[src/rtl/serial_line_arbiter_pkg.sv]
/*
 * Constants and types for the serial line arbiter.
 * Assumes a 32-bit Avalon-MM register slave and a 20 MHz bus clock.
 */
package serial_line_arbiter_pkg;

    // byte offsets of the register words
    localparam logic [3:0] CTRL_OFS  = 4'h0;
    localparam logic [3:0] COUNT_OFS = 4'h4;

    // control register field positions
    localparam int LOST_BIT = 7;
    localparam int CSEL_BIT = 6;
    localparam int MODE_HI  = 5;
    localparam int MODE_LO  = 4;
    localparam int FIN_BIT  = 3;
    localparam int RUN_BIT  = 2;
    localparam int OVF_BIT  = 1;
    localparam int MSB_BIT  = 0;

    // reset values
    localparam logic [1:0] MODE_RST = 2'h0;
    localparam logic       CSEL_RST = 1'h0;
    localparam logic [8:0] CNT_RST  = 9'h000;

    // mode field encodings
    localparam logic [1:0] MODE_IDLE = 2'h0;
    localparam logic [1:0] MODE_MEAS = 2'h1;
    localparam logic [1:0] MODE_ARB  = 2'h2;

    // arbitration sample points and counter maximum
    localparam logic [8:0] SAMPLE_BUS = 9'h038;
    localparam logic [8:0] SAMPLE_PRE = 9'h008;
    localparam logic [8:0] CNT_MAX    = 9'h1ff;

    typedef enum logic [1:0] {
        ST_STOPPED  = 2'b01,
        ST_COUNTING = 2'b10
    } run_state_t;

    // software view of the control register
    typedef struct packed {
        logic       lost;
        logic       csel;
        logic [1:0] mode;
        logic       fin;
        logic       run;
        logic       ovf;
        logic       msb;
    } ctrl_view_t;

endpackage

[src/rtl/serial_line_arbiter.sv]
/*
 * Serial line arbiter: 9-bit counter with overflow, used for bus
 * arbitration, bit time recovery and break length measurement.
 * Assumes an Avalon-MM master on clk_i, a one-cycle prescaler tick
 * and the transmitter output from logic on the same clock, and the
 * receive pin arriving asynchronously.
 */
// Register access over Avalon-MM and the register offsets were decided locally.
//
// Operation
// - nine-bit up-counter plus overflow bit
// - mode 00 idle, 01 measure, 10 arbitrate
// - reset clears mode, idle, counter cleared
// - lost flag read-only, cleared by upper-mode zero
// - clock select picks half prescaler or half bus
// - finished flag set on done, write clears
// - running flag shows counter counting
// - overflow flag set on wrap, write clears
// - mode 00 holds counter cleared
// - msb in control, low byte in count
// - bus clock: fall starts, next fall stops
// - running high between the two falls
// - prescaler clock: low starts, rise stops
// - already low at enable starts at once
// - arbitration restarts on transmit rising edge
// - sample receive at 38h or 08h
// - lost forces transmit pin high
// - early transmit low resets and stops counter unless lost
`timescale 1ns/1ps

module serial_line_arbiter (
    input  wire logic        clk_i,
    input  wire logic        rst_n_i,
    input  wire logic [3:0]  address_i,
    input  wire logic        read_i,
    input  wire logic        write_i,
    input  wire logic [3:0]  byteenable_i,
    input  wire logic [31:0] writedata_i,
    output logic      [31:0] readdata_o,
    output logic             waitrequest_o,
    input  wire logic        presc_tick_i,
    input  wire logic        tx_internal_i,
    input  wire logic        rx_pin_i,
    output logic             tx_pin_o,
    output serial_line_arbiter_pkg::ctrl_view_t status_o
);
    import serial_line_arbiter_pkg::*;

    ////////////////////////////////////////////////////////////////
    // state

    logic        ack_q;
    logic [31:0] rdata_q;
    logic [1:0]  mode_q;
    logic        csel_q;
    logic        lost_q;
    logic        fin_q;
    logic        ovf_q;
    logic [8:0]  cnt_q;
    logic [8:0]  cnt_d;
    logic        phase_q;
    logic        rx_meta_q;
    logic        rx_sync_q;
    logic        rx_prev_q;
    logic        tx_prev_q;
    run_state_t  state_q;
    run_state_t  state_d;

    ////////////////////////////////////////////////////////////////
    // register bus decode

    wire req       = read_i | write_i;
    wire hit_ctrl  = (address_i == CTRL_OFS);
    wire hit_count = (address_i == COUNT_OFS);
    wire wr_take   = write_i & ack_q;
    // a write to byte lane 0 of the control word
    wire ctrl_wr   = wr_take & hit_ctrl & byteenable_i[0];
    wire [1:0] wr_mode = {writedata_i[MODE_HI], writedata_i[MODE_LO]};

    // one wait cycle, then the answer; lets read data come from a flop
    assign waitrequest_o = req & ~ack_q;
    assign readdata_o    = rdata_q;

    ////////////////////////////////////////////////////////////////
    // receive pin synchroniser and edges

    function automatic logic rise_of(input logic prev, input logic now);
        rise_of = ~prev & now;
    endfunction

    function automatic logic fall_of(input logic prev, input logic now);
        fall_of = prev & ~now;
    endfunction

    wire rx_fall = fall_of(rx_prev_q, rx_sync_q);
    wire rx_rise = rise_of(rx_prev_q, rx_sync_q);
    wire tx_rise = rise_of(tx_prev_q, tx_internal_i);
    wire tx_fall = fall_of(tx_prev_q, tx_internal_i);

    ////////////////////////////////////////////////////////////////
    // counter advance: half of the chosen source

    // prescaler tick is a same-clock pulse, so no second clock domain
    wire src_tick = csel_q ? presc_tick_i : 1'b1;
    wire advance  = src_tick & phase_q;
    wire running  = (state_q == ST_COUNTING);
    wire step     = running & advance;

    function automatic logic [8:0] sample_point(input logic sel);
        sample_point = sel ? SAMPLE_PRE : SAMPLE_BUS;
    endfunction

    wire is_meas = (mode_q == MODE_MEAS);
    wire is_arb  = (mode_q == MODE_ARB);
    // reserved mode 11 falls through to idle rather than doing harm
    wire is_idle = ~is_meas & ~is_arb;

    // counting edge that lands on the sample point; the compare uses
    // the count before the increment, so the sample falls as it arrives
    wire at_sample = is_arb & step
                   & (cnt_q == sample_point(csel_q) - 9'h001);
    wire lost_set  = at_sample & ~rx_sync_q;
    // the count wraps silently; only the sticky flag records it
    wire wrap      = step & (cnt_q == CNT_MAX);

    // measurement start and stop
    wire meas_start = is_meas & ~running & ~fin_q
                    & (csel_q ? ~rx_sync_q : rx_fall);
    wire meas_stop  = is_meas & running
                    & (csel_q ? rx_rise : rx_fall);
    wire fin_set    = meas_stop;

    // arbitration restart and abort
    wire arb_start  = is_arb & tx_rise;
    wire arb_abort  = is_arb & running & tx_fall & ~lost_q;

    // run state and counter share one view of start and stop
    wire start_now  = meas_start | arb_start;
    wire stop_now   = meas_stop | arb_abort;
    wire cnt_clear  = meas_start | arb_start | arb_abort;
    wire cnt_zero   = is_idle | ctrl_wr;

    ////////////////////////////////////////////////////////////////
    // run state

    always_comb begin
        state_d = state_q;
        case (state_q)
            ST_STOPPED: begin
                if (start_now) begin
                    state_d = ST_COUNTING;
                end
            end
            ST_COUNTING: begin
                if (stop_now) begin
                    state_d = ST_STOPPED;
                end
            end
            default: begin
                state_d = ST_STOPPED;
            end
        endcase
        if (is_idle) begin
            state_d = ST_STOPPED;
        end
        if (arb_start) begin
            state_d = ST_COUNTING;
        end
    end

    ////////////////////////////////////////////////////////////////
    // counter next value

    always_comb begin
        // later assignments take priority over earlier ones
        cnt_d = cnt_q;
        if (step) begin
            cnt_d = cnt_q + 9'h001;
        end
        if (cnt_clear) begin
            cnt_d = CNT_RST;
        end
        if (meas_stop) begin
            cnt_d = cnt_q;
        end
        if (cnt_zero) begin
            cnt_d = CNT_RST;
        end
    end

    ////////////////////////////////////////////////////////////////
    // bus answer

    wire [7:0] ctrl_rd = {lost_q, csel_q, mode_q, fin_q,
                          running, ovf_q, cnt_q[8]};
    wire [7:0] rd_byte = hit_ctrl  ? ctrl_rd
                       : hit_count ? cnt_q[7:0]
                       : 8'h00;

    // read data latch in the wait cycle, so it stands with the answer
    wire rd_take = read_i & ~ack_q;

    always_ff @(posedge clk_i) begin
        if (!rst_n_i) begin
            ack_q <= 1'b0;
        end else begin
            ack_q <= req & ~ack_q;
        end
    end

    always_ff @(posedge clk_i) begin
        if (!rst_n_i) begin
            rdata_q <= 32'h0000_0000;
        end else if (rd_take) begin
            rdata_q <= {24'h00_0000, rd_byte};
        end
    end

    ////////////////////////////////////////////////////////////////
    // control fields

    always_ff @(posedge clk_i) begin
        if (!rst_n_i) begin
            mode_q <= MODE_RST;
        end else if (ctrl_wr) begin
            mode_q <= wr_mode;
        end
    end

    // switching source mid-count is allowed; the write clears the count
    always_ff @(posedge clk_i) begin
        if (!rst_n_i) begin
            csel_q <= CSEL_RST;
        end else if (ctrl_wr) begin
            csel_q <= writedata_i[CSEL_BIT];
        end
    end

    ////////////////////////////////////////////////////////////////
    // flags: a set in the clearing cycle wins

    // only a zero in the upper mode bit releases a lost node
    wire lost_clr = ctrl_wr & ~writedata_i[MODE_HI];
    wire fin_clr  = ctrl_wr;
    wire ovf_clr  = ctrl_wr;

    always_ff @(posedge clk_i) begin
        if (!rst_n_i) begin
            lost_q <= 1'b0;
        end else if (lost_set) begin
            lost_q <= 1'b1;
        end else if (lost_clr) begin
            lost_q <= 1'b0;
        end
    end

    always_ff @(posedge clk_i) begin
        if (!rst_n_i) begin
            fin_q <= 1'b0;
        end else if (fin_set) begin
            fin_q <= 1'b1;
        end else if (fin_clr) begin
            fin_q <= 1'b0;
        end
    end

    always_ff @(posedge clk_i) begin
        if (!rst_n_i) begin
            ovf_q <= 1'b0;
        end else if (wrap) begin
            ovf_q <= 1'b1;
        end else if (ovf_clr) begin
            ovf_q <= 1'b0;
        end
    end

    ////////////////////////////////////////////////////////////////
    // counter, divider and run state

    always_ff @(posedge clk_i) begin
        if (!rst_n_i) begin
            cnt_q <= CNT_RST;
        end else begin
            cnt_q <= cnt_d;
        end
    end

    // divider runs in every mode, so a count may start on either phase
    always_ff @(posedge clk_i) begin
        if (!rst_n_i) begin
            phase_q <= 1'b0;
        end else begin
            phase_q <= phase_q ^ src_tick;
        end
    end

    always_ff @(posedge clk_i) begin
        if (!rst_n_i) begin
            state_q <= ST_STOPPED;
        end else begin
            state_q <= state_d;
        end
    end

    ////////////////////////////////////////////////////////////////
    // edge history

    // receive pin is asynchronous; edges show two clocks late, and
    // since both ends of a measurement carry that lag it cancels out
    always_ff @(posedge clk_i) begin
        if (!rst_n_i) begin
            rx_meta_q <= 1'b1;
            rx_sync_q <= 1'b1;
            rx_prev_q <= 1'b1;
        end else begin
            rx_meta_q <= rx_pin_i;
            rx_sync_q <= rx_meta_q;
            rx_prev_q <= rx_sync_q;
        end
    end

    // transmitter output is on this clock; idle high avoids a false rise
    always_ff @(posedge clk_i) begin
        if (!rst_n_i) begin
            tx_prev_q <= 1'b1;
        end else begin
            tx_prev_q <= tx_internal_i;
        end
    end

    ////////////////////////////////////////////////////////////////
    // outputs

    // a lost node goes recessive so the winner's frame survives
    assign tx_pin_o = tx_internal_i | lost_q;

    assign status_o = '{lost: lost_q, csel: csel_q, mode: mode_q,
                        fin: fin_q, run: running, ovf: ovf_q,
                        msb: cnt_q[8]};

endmodule

[config.mk]
export PLATFORM = sky130hd
export DESIGN_NAME = serial_line_arbiter
export DESIGN_NICKNAME = d
export VERILOG_FILES = /design/src/rtl/serial_line_arbiter_pkg.sv /design/src/rtl/serial_line_arbiter.sv
export SDC_FILE = /design/constraint.sdc
export NUM_CORES = 1
export LEC_CHECK = 0
export BUFFER_PORTS_ARGS = -buffer_cell sky130_fd_sc_hd__buf_2
export CORE_ASPECT_RATIO = 2
export CORE_MARGIN = 8
export CORE_UTILIZATION = 46
export CTS_CLUSTER_DIAMETER = 150
export DETAILED_ROUTE_END_ITERATION = 16
export GPL_TIMING_DRIVEN = 0
export PLACE_DENSITY = 0.77
export RECOVER_POWER = 100
export SKIP_LAST_GASP = 1
export SYNTH_ARGS = -nofsm -noshare
export SYNTH_HDL_FRONTEND = slang
export SYNTH_SLANG_ARGS = --single-unit
[constraint.sdc]
create_clock -name clk_i -period 2.3 [get_ports clk_i]
set_input_delay 0.345 -clock clk_i [delete_from_list [all_inputs] [get_ports clk_i]]
set_output_delay 0.345 -clock clk_i [all_outputs]
set_load 0.03 [all_outputs]
-- Word-level counts from Yosys, hierarchy flattened
Cells that the tools add are included.
- logic and storage cells: 97
- input bits: 47
- register bits: 31
- output and inout bits: 42
- multiplexer cells: 18
- add/sub/neg operators: 2
- bitwise logic cells: 46
- reductions and logical operators: 8
- equal/unequal tests: 9
- operators by type and width (operator ; count):
    AND 1 bit ; 26
    two-way mux 9 bit ; 2
    two-way mux 8 bit ; 2
    NOT 1 bit ; 13
    adder 9 x 1 -> 9 bit, second input constant ; 1
    equality test 9 bit ; 1
    equality test 9 bit, second input constant ; 1
    two-way mux 1 bit ; 8
    two-way mux 2 bit ; 4
    nonzero test 2 bit ; 4
    subtractor 6 x 1 -> 7 bit, second input constant ; 1
    two-way mux 6 bit ; 1
    OR 1 bit ; 6
    equality test 2 x 1 -> 1 bit, second input constant ; 2
    equality test 2 bit, second input constant ; 2
    equality test 4 x 3 -> 1 bit, second input constant ; 1
    logical NOT 4 bit ; 1
    inequality test 4 x 1 -> 1 bit, second input constant ; 1
    inequality test 4 bit, second input constant ; 1
    one-hot mux 2 bit (2 select lines) ; 1
    AND reduction 2 bit ; 2
    OR reduction 2 bit ; 1
    XOR 1 bit ; 1

-- Longest topological paths before layout
Gate-level depths: netlist (run 1).
- depth after elaboration: 10
- mapped depth: 7
- gate-level depth less buffers: 7

-- Worst setup path before layout (run 1)
Ideal clock, no wire load.
- path type: reg2reg
- start point: register mode_q[0]
- end point: register cnt_q[4]
- library setup time: 0.091 ns
- clock period less this slack: 1.902 ns
- data required time: 2.209 ns
- arrival time: 1.811 ns
- path buffers: 0
- setup slack: 0.398 ns
- cell stages (with the launch flop): 8
- path through: dfxtp_1 > inv_1 > ha_1 > and3b_1 > a31o_2 > nor3_4 > a21oi_1 > a311oi_1
- longest elaborated chain between the ends: 8
- elaborated cells between the ends (all ways): 22
- those cells by class: eq/ne (2); mux (1); bitwise (16); reduce/logical (3)
- RTL lines (item ; RTL line ; text):
    start, declared ; serial_line_arbiter.sv:54 ; logic [1:0] mode_q;
    start signal, assigned ; serial_line_arbiter.sv:226 ; mode_q <= wr_mode;
    equality test 2 x 1 -> 1 bit ; serial_line_arbiter.sv:113 ; wire is_meas = (mode_q == MODE_MEAS);
    AND 1 bit (2 in series) ; serial_line_arbiter.sv:127 ; wire meas_start = is_meas & ~running & ~fin_q
    AND 1 bit ; serial_line_arbiter.sv:128 ; & (csel_q ? ~rx_sync_q : rx_fall);
    OR 1 bit (2 in series) ; serial_line_arbiter.sv:140 ; wire cnt_clear = meas_start | arb_start | arb_abort;
    nonzero test 2 bit (no source line) ; -- ;
    AND reduction 2 bit (no source line) ; -- ;
    end signal, assigned ; serial_line_arbiter.sv:284 ; cnt_q <= cnt_d;
    end, declared ; serial_line_arbiter.sv:59 ; logic [8:0] cnt_q;
Several ways; a longest one is shown, not always the timed one.
A chain may end at the register's enable or synchronous reset.

-- Worst setup path in the final report (run 1)
- start point: input address_i[3]
- end point: register cnt_q[6]
- longest elaborated chain between the ends: 5
- RTL lines (item ; RTL line ; text):
    start, declared ; serial_line_arbiter.sv:34 ; input wire logic [3:0] address_i,
    logical NOT 4 bit ; serial_line_arbiter.sv:73 ; wire hit_ctrl = (address_i == CTRL_OFS);
    AND 1 bit (2 in series) ; serial_line_arbiter.sv:77 ; wire ctrl_wr = wr_take & hit_ctrl & byteenable_i[0];
    OR 1 bit ; serial_line_arbiter.sv:141 ; wire cnt_zero = is_idle | ctrl_wr;
    OR reduction 2 bit (no source line) ; -- ;
Every way passes these cells.

==> impl_metrics.env, run 1 <==
export IMPL_status="complete, no violations"
export IMPL_hold_viol=0
export IMPL_start_util=0.482
export IMPL_fin_skew_ns=0.00597
export IMPL_finalCritPeriodShare=0.894
export IMPL_diodes=0
export IMPL_die_width_um=60.9
export IMPL_ff_latch_area_um2=621
export IMPL_root_buffer="clkbuf_8"
export IMPL_drc=0
export IMPL_postCtsHoldBufs=0
export IMPL_layout_nets=327
export IMPL_grt_pass1_vias=1529
export IMPL_period_needed_ns=2.06
export IMPL_multi_input_area_um2=1030
export IMPL_total_power_w=0.00116
export IMPL_synth_top_area_cell="dfxtp_1"
export IMPL_htree_levels=2
export IMPL_cts_tree="done"
export IMPL_layout_drive_gt1_share=0.203
export IMPL_clock_fmax_mhz=486
export IMPL_syn_area_um2=1850
export IMPL_drv_cap=0
export IMPL_worstSkewPairLatency_ns=0.28
export IMPL_endpoint_kind="register"
export IMPL_syn_avg_cell_area_um2=8.66
export IMPL_slew_viol_final=0
export IMPL_clock_sinks=31
export IMPL_setup_viol=0
export IMPL_synth_ff_type="dfxtp_1"
export IMPL_nFillCells=385
export IMPL_place_congestion=0.902
export IMPL_die_area_um2=6440
export IMPL_cts_buffers=5
export IMPL_first_pass_iters=4
export IMPL_die_h_um=106
export IMPL_slew_headroom=0.585
export IMPL_wl_um=4430
export IMPL_clk_pin_slew_ns=0.07
export IMPL_crit_fanout=9
export IMPL_track_usage=0.141
export IMPL_powerDensity_nw_per_um2=523
export IMPL_synth_top_area_frac=0.335
export IMPL_antenna_found_initial=0
export IMPL_area_growth_pct=19.9
export IMPL_grt_pass1_wl_um=7160
export IMPL_core_area_um2=3840
export IMPL_path_class="input port to register"
export IMPL_worstPathRequired_ns=2.48
export IMPL_vias=1660
export IMPL_ys_types=44
export IMPL_yosysSeqAreaShare=0.335
export IMPL_row_count=32
export IMPL_final_cell_area_um2=2220
export IMPL_grt_max_degree=11
export IMPL_hpwl_um=3590
export IMPL_ys_async_sr_fraction=0
export IMPL_synthCells=214
export IMPL_dr_first_iter_drc_count=55
export IMPL_synth_edf_count=0
export IMPL_synth_seq_cells=31
export IMPL_wl_per_cell_um=13.6
export IMPL_p_leak_nw=0.986
export IMPL_synth_area_leaders="dfxtp_1 (33%), buf_4 (12%), mux2i_1 (5.9%)"
export IMPL_totalNegativeSetupSlack_ns=0
export IMPL_overflow=0
export IMPL_io_pins=89
export IMPL_ir_drop_mv=0.656
export IMPL_drtAntennaViolNets=0
export IMPL_place_area_um2=2160
export IMPL_ys_warn_count=0
export IMPL_cts_resized_gates=0
export IMPL_cts_setup_buffers=0
export IMPL_via_per_inst=5.08
export IMPL_clk_path_buf_depth=2
export IMPL_rsz0062_at_grt="false"
export IMPL_critPathLaunchType="input port"
export IMPL_port_buffers=31
export IMPL_min_path_type="input port to register"
export IMPL_worstMarginPinSlew_ns=0.622
export IMPL_worstPathArrival_ns=2.24
kinds of logic after synthesis:
group | count (synthesis) | synth area share
AOI/OAI and AO/OA | 34 | 0.117
adders and majority gates | 5 | 0.0338
buffers and inverters | 43 | 0.157
DFF | 31 | 0.335
muxes | 11 | 0.0594
other | 1 | 0.00202
and+or+nand+nor | 89 | 0.296
sequential cells by signal, summed over array words and instances (netlist names):
register and cells:
tx_prev_q 1, rx_meta_q 1, rx_prev_q 1, mode_q 2, ack_q 1, lost_q 1
readdata_o 8, cnt_q 9, fin_q 1, csel_q 1, rx_sync_q 1, state_q 2
ovf_q 1, phase_q 1
cell usage in the layout (no fill, tap or decap), drive strengths merged, types with 2 or more instances in the layout:
master and n:
nand3b 2, nor3 10, a21oi 13, dfxtp 31, inv 3, nand3 5, a32oi 2, and2 5
ha 5, and4 2, mux2i 11, nor2 13, nand2 12, nand2b 7, nor3b 3, o21ai 6
and3b 2, and3 2, nand4 3, clkbuf 36, o211a 2, a31oi 3, conb 24, nor2b 16
buf 42
per-layer routing:
metal,track usage,share of wire,vias up
met5,0,0,-
met2,0.266,0.54,75
met4,0.0739,0.032,0
li1,-,-,818
met1,0.134,0.36,757
met3,0.0231,0.063,10
worst max-delay path: stages:
cell and delay (ns):
buf_2 0.09, or3_4 0.36, clkbuf_1 0.21, or4_4 0.51, clkbuf_1 0.30, nand3b_4 0.24
o21ba_1 0.16
metrics by stage:
| stage | util | instances | setup slack (ns) | hold slack [ns] |
|---|---|---|---|---|
| finish | 0.578 | 327 | 0.244 | 0.244 |
| global route | 0.578 | 327 | 0.143 | 0.256 |
| CTS | 0.589 | 327 | 0.305 | 0.241 |
| detailed placement | 0.562 | 319 | 0.283 | 0.392 |
| global placement | 0.562 | 319 | 0.299 | 0.387 |
| floorplan | - | 237 | 0.398 | 0.386 |
Yosys cell counts, types with 2 or more instances:
cell,number
a32oi_1,2
a31oi_1,3
nand2b_1,7
a21oi_1,13
nor2b_1,16
nor3_1,9
and2_1,5
and4_1,2
nor3b_1,3
nand2_1,12
nand3_1,5
clkbuf_1,7
o211a_1,2
buf_6,2
dfxtp_1,31
and3b_1,2
nor2_1,13
mux2i_1,11
o21ai_0,6
nand4_1,3
inv_1,3
ha_1,5
buf_4,30
and3_1,2
power by group:
part	leakage [nW]	switching (W)	internal [W]
registers	0.251	0.00000383	0.000543
logic	0.684	0.0000926	0.0000536
clock network	0.0505	0.000197	0.000272
final cells by class:
| class | instances | area share |
|---|---|---|
| well taps | 51 | 0.0287 |
| clock buffers | 7 | 0.0434 |
| clock inverters | 1 | 0.00338 |
| flip-flops and latches | 31 | 0.279 |
| inverters | 3 | 0.00507 |
| plain buffers | 40 | 0.118 |
| repair buffers | 31 | 0.0591 |
| multi-input cells | 163 | 0.463 |
worst paths after layout:
kind,to,slack (ns),start,cells past startpoint
hold / removal,rx_meta_q,0.24,rx_pin_i,2
setup / recovery,cnt_q[6],0.24,address_i[3],7
hold reg to reg,rx_sync_q,0.41,rx_meta_q,1
setup reg to reg,cnt_q[4],0.26,mode_q[0],7
No activity file was read; power rests on OpenSTA's default activity.
==> run 2, diff against run 1 <==
MAX_ROUTING_LAYER = met4   (was unset)
==> run 2 against run 1 <==
Net effect: sequential cell count is the same; utilization shrank 0.098 points; global-route usage grew 1.3 points; clock power is essentially flat; worst hold slack is essentially flat; non-clock buffer count is the same; critical endpoint unchanged; highest routed layer unchanged.
==> impl_metrics.env, run 2 (synthesis gave the netlist of run 1 again) <==
export IMPL_clock_fmax_mhz=489
export IMPL_dr_first_iter_drc_count=62
export IMPL_grt_max_degree=11
export IMPL_core_area_um2=3840
export IMPL_wl_per_cell_um=14.3
export IMPL_ir_drop_mv=0.538
export IMPL_port_buffers=31
export IMPL_layout_common_cells="dfxtp_1 (31), clkbuf_1 (30), buf_4 (29), conb_1 (24), nor2b_1 (16)"
export IMPL_finalCritPeriodShare=0.888
export IMPL_cts_buffers=5
export IMPL_area_growth_pct=19.7
export IMPL_wl_um=4680
export IMPL_postCtsHoldBufs=0
export IMPL_vias=1624
export IMPL_setup_viol=0
export IMPL_overflow=0
export IMPL_slew_headroom=0.605
export IMPL_min_path_type="input port to register"
export IMPL_antenna_found_initial=0
export IMPL_worstPathRequired_ns=2.48
export IMPL_seqPwrFrac=0.469
export IMPL_largest_register="cnt_q"
export IMPL_crit_fanout=9
export IMPL_path_class="input port to register"
export IMPL_place_congestion=0.901
export IMPL_layout_nets=327
export IMPL_pwr_share_comb=0.126
export IMPL_via_per_inst=4.97
export IMPL_total_power_w=0.00117
export IMPL_clock_sinks=31
export IMPL_clk_path_buf_depth=2
export IMPL_mostFrequentLayoutCell="dfxtp_1"
export IMPL_clk_pin_slew_ns=0.06
export IMPL_crit_path_max_incr_delay_ns=0.51
export IMPL_fin_skew_ns=0.00801
export IMPL_regToRegSetupSlack_ns=0.27
export IMPL_drtAntennaViolNets=0
export IMPL_grt_pass1_vias=1645
export IMPL_worst_path_most_repeated_cell="clkbuf_1"
export IMPL_nFillCells=386
export IMPL_root_buffer="clkbuf_8"
export IMPL_p_leak_nw=0.987
export IMPL_worstPathArrival_ns=2.22
export IMPL_largest_register_ffs=9
export IMPL_die_area_um2=6440
export IMPL_totalNegativeSetupSlack_ns=0
export IMPL_slowest_stage="or4_4"
export IMPL_hpwl_um=3720
export IMPL_p_switching_w=0.000296
export IMPL_cts_resized_gates=0
export IMPL_netSwitchingFraction=0.254
export IMPL_diodes=0
export IMPL_powerDensity_nw_per_um2=525
export IMPL_cts_setup_buffers=0
export IMPL_fin_cells=327
export IMPL_grt_pass1_wl_um=7470
export IMPL_drc=0
export IMPL_drv_cap=0
export IMPL_htree_levels=2
export IMPL_track_usage=0.155
export IMPL_io_pins=89
export IMPL_worstMarginPinSlew_ns=0.593
export IMPL_intPower_w=0.000869
export IMPL_row_count=32
export IMPL_first_pass_iters=4
export IMPL_path_cells="buf_2, or3_4, clkbuf_1, or4_4, clkbuf_1, nand3b_4, o21ba_1"
export IMPL_critPathLaunchType="input port"
export IMPL_start_util=0.482
export IMPL_slew_viol_final=0
export IMPL_die_width_um=60.9
export IMPL_dp_cells=319
export IMPL_cts_tree="done"
export IMPL_status="complete, no violations"
export IMPL_worstSkewPairLatency_ns=0.28
export IMPL_endpoint_kind="register"
export IMPL_layout_drive_gt1_share=0.199
export IMPL_rsz0062_at_grt="false"
export IMPL_hold_viol=0
export IMPL_die_h_um=106
export IMPL_period_needed_ns=2.04
export IMPL_p_clk_frac=0.405
-- run 2: cell types whose count changed in the layout (fill, tap and decap cells not counted) --
cell,before,now
and2_0,1,0
and2_1,4,5
buf_4,30,29
clkbuf_1,29,30
clkbuf_4,0,1
clkinvlp_4,1,0
-- run 2: final timing paths --
check	start	end	cells past startpoint
worst max register to register	mode_q[0]	cnt_q[4]	7
worst max-delay path	address_i[3]	cnt_q[6]	7
worst min register to register	rx_meta_q	rx_sync_q	1
worst min-delay path	rx_pin_i	rx_meta_q	2
-- run 2: cell type report --
| type | count | area, um^2 | share of cell area |
|---|---|---|---|
| Timing Repair Buffer | 31 | 131 | 0.0592 |
| Sequential cell | 31 | 621 | 0.280 |
| Buffer | 40 | 263 | 0.118 |
| Clock buffer | 8 | 100 | 0.0451 |
| Inverter | 3 | 11.3 | 0.00508 |
| Multi-Input combinational cell | 163 | 1030 | 0.464 |
| Tap cell | 51 | 63.8 | 0.0288 |
-- run 2: per-layer routing --
metal | part of all wire | routed length (um) | GRT usage | up-vias
met5 | 0 | 0 | - | -
met3 | 0.058 | 269 | 0.0280 | 14
met1 | 0.36 | 1710 | 0.147 | 738
met4 | 0.033 | 153 | 0.0891 | 0
met2 | 0.54 | 2550 | 0.272 | 63
li1 | - | - | - | 809
-- run 2: stage by stage --
stage	setup slack (ns)	cell area [um^2]	utilization	hold slack [ns]
3_3_place_gp	0.304	2160	0.562	0.387
4_1_cts	0.277	2260	0.588	0.239
5_1_grt	0.103	2220	0.577	0.253
6_report	0.257	2220	0.577	0.244
3_5_place_dp	0.273	2160	0.562	0.392
2_1_floorplan	0.398	1940	-	0.386
-- run 2: worst max-delay path: cells and delay by family --
kind / cells / cell delay (ns)
and+or+nand+nor: 3 / 1.10
buffers and inverters: 3 / 0.59
AOI/OAI and AO/OA: 1 / 0.17
-- run 2: power groups by stage --
stage	clock (W)	combinational [W]	sequential, W
after floorplan	0	0.000123	0.000558
after global placement	0	0.000146	0.000558
after detailed placement	0	0.000147	0.000559
after CTS	0.000478	0.000147	0.000547
after global routing	0.000496	0.000158	0.000547
final	0.000472	0.000147	0.000547
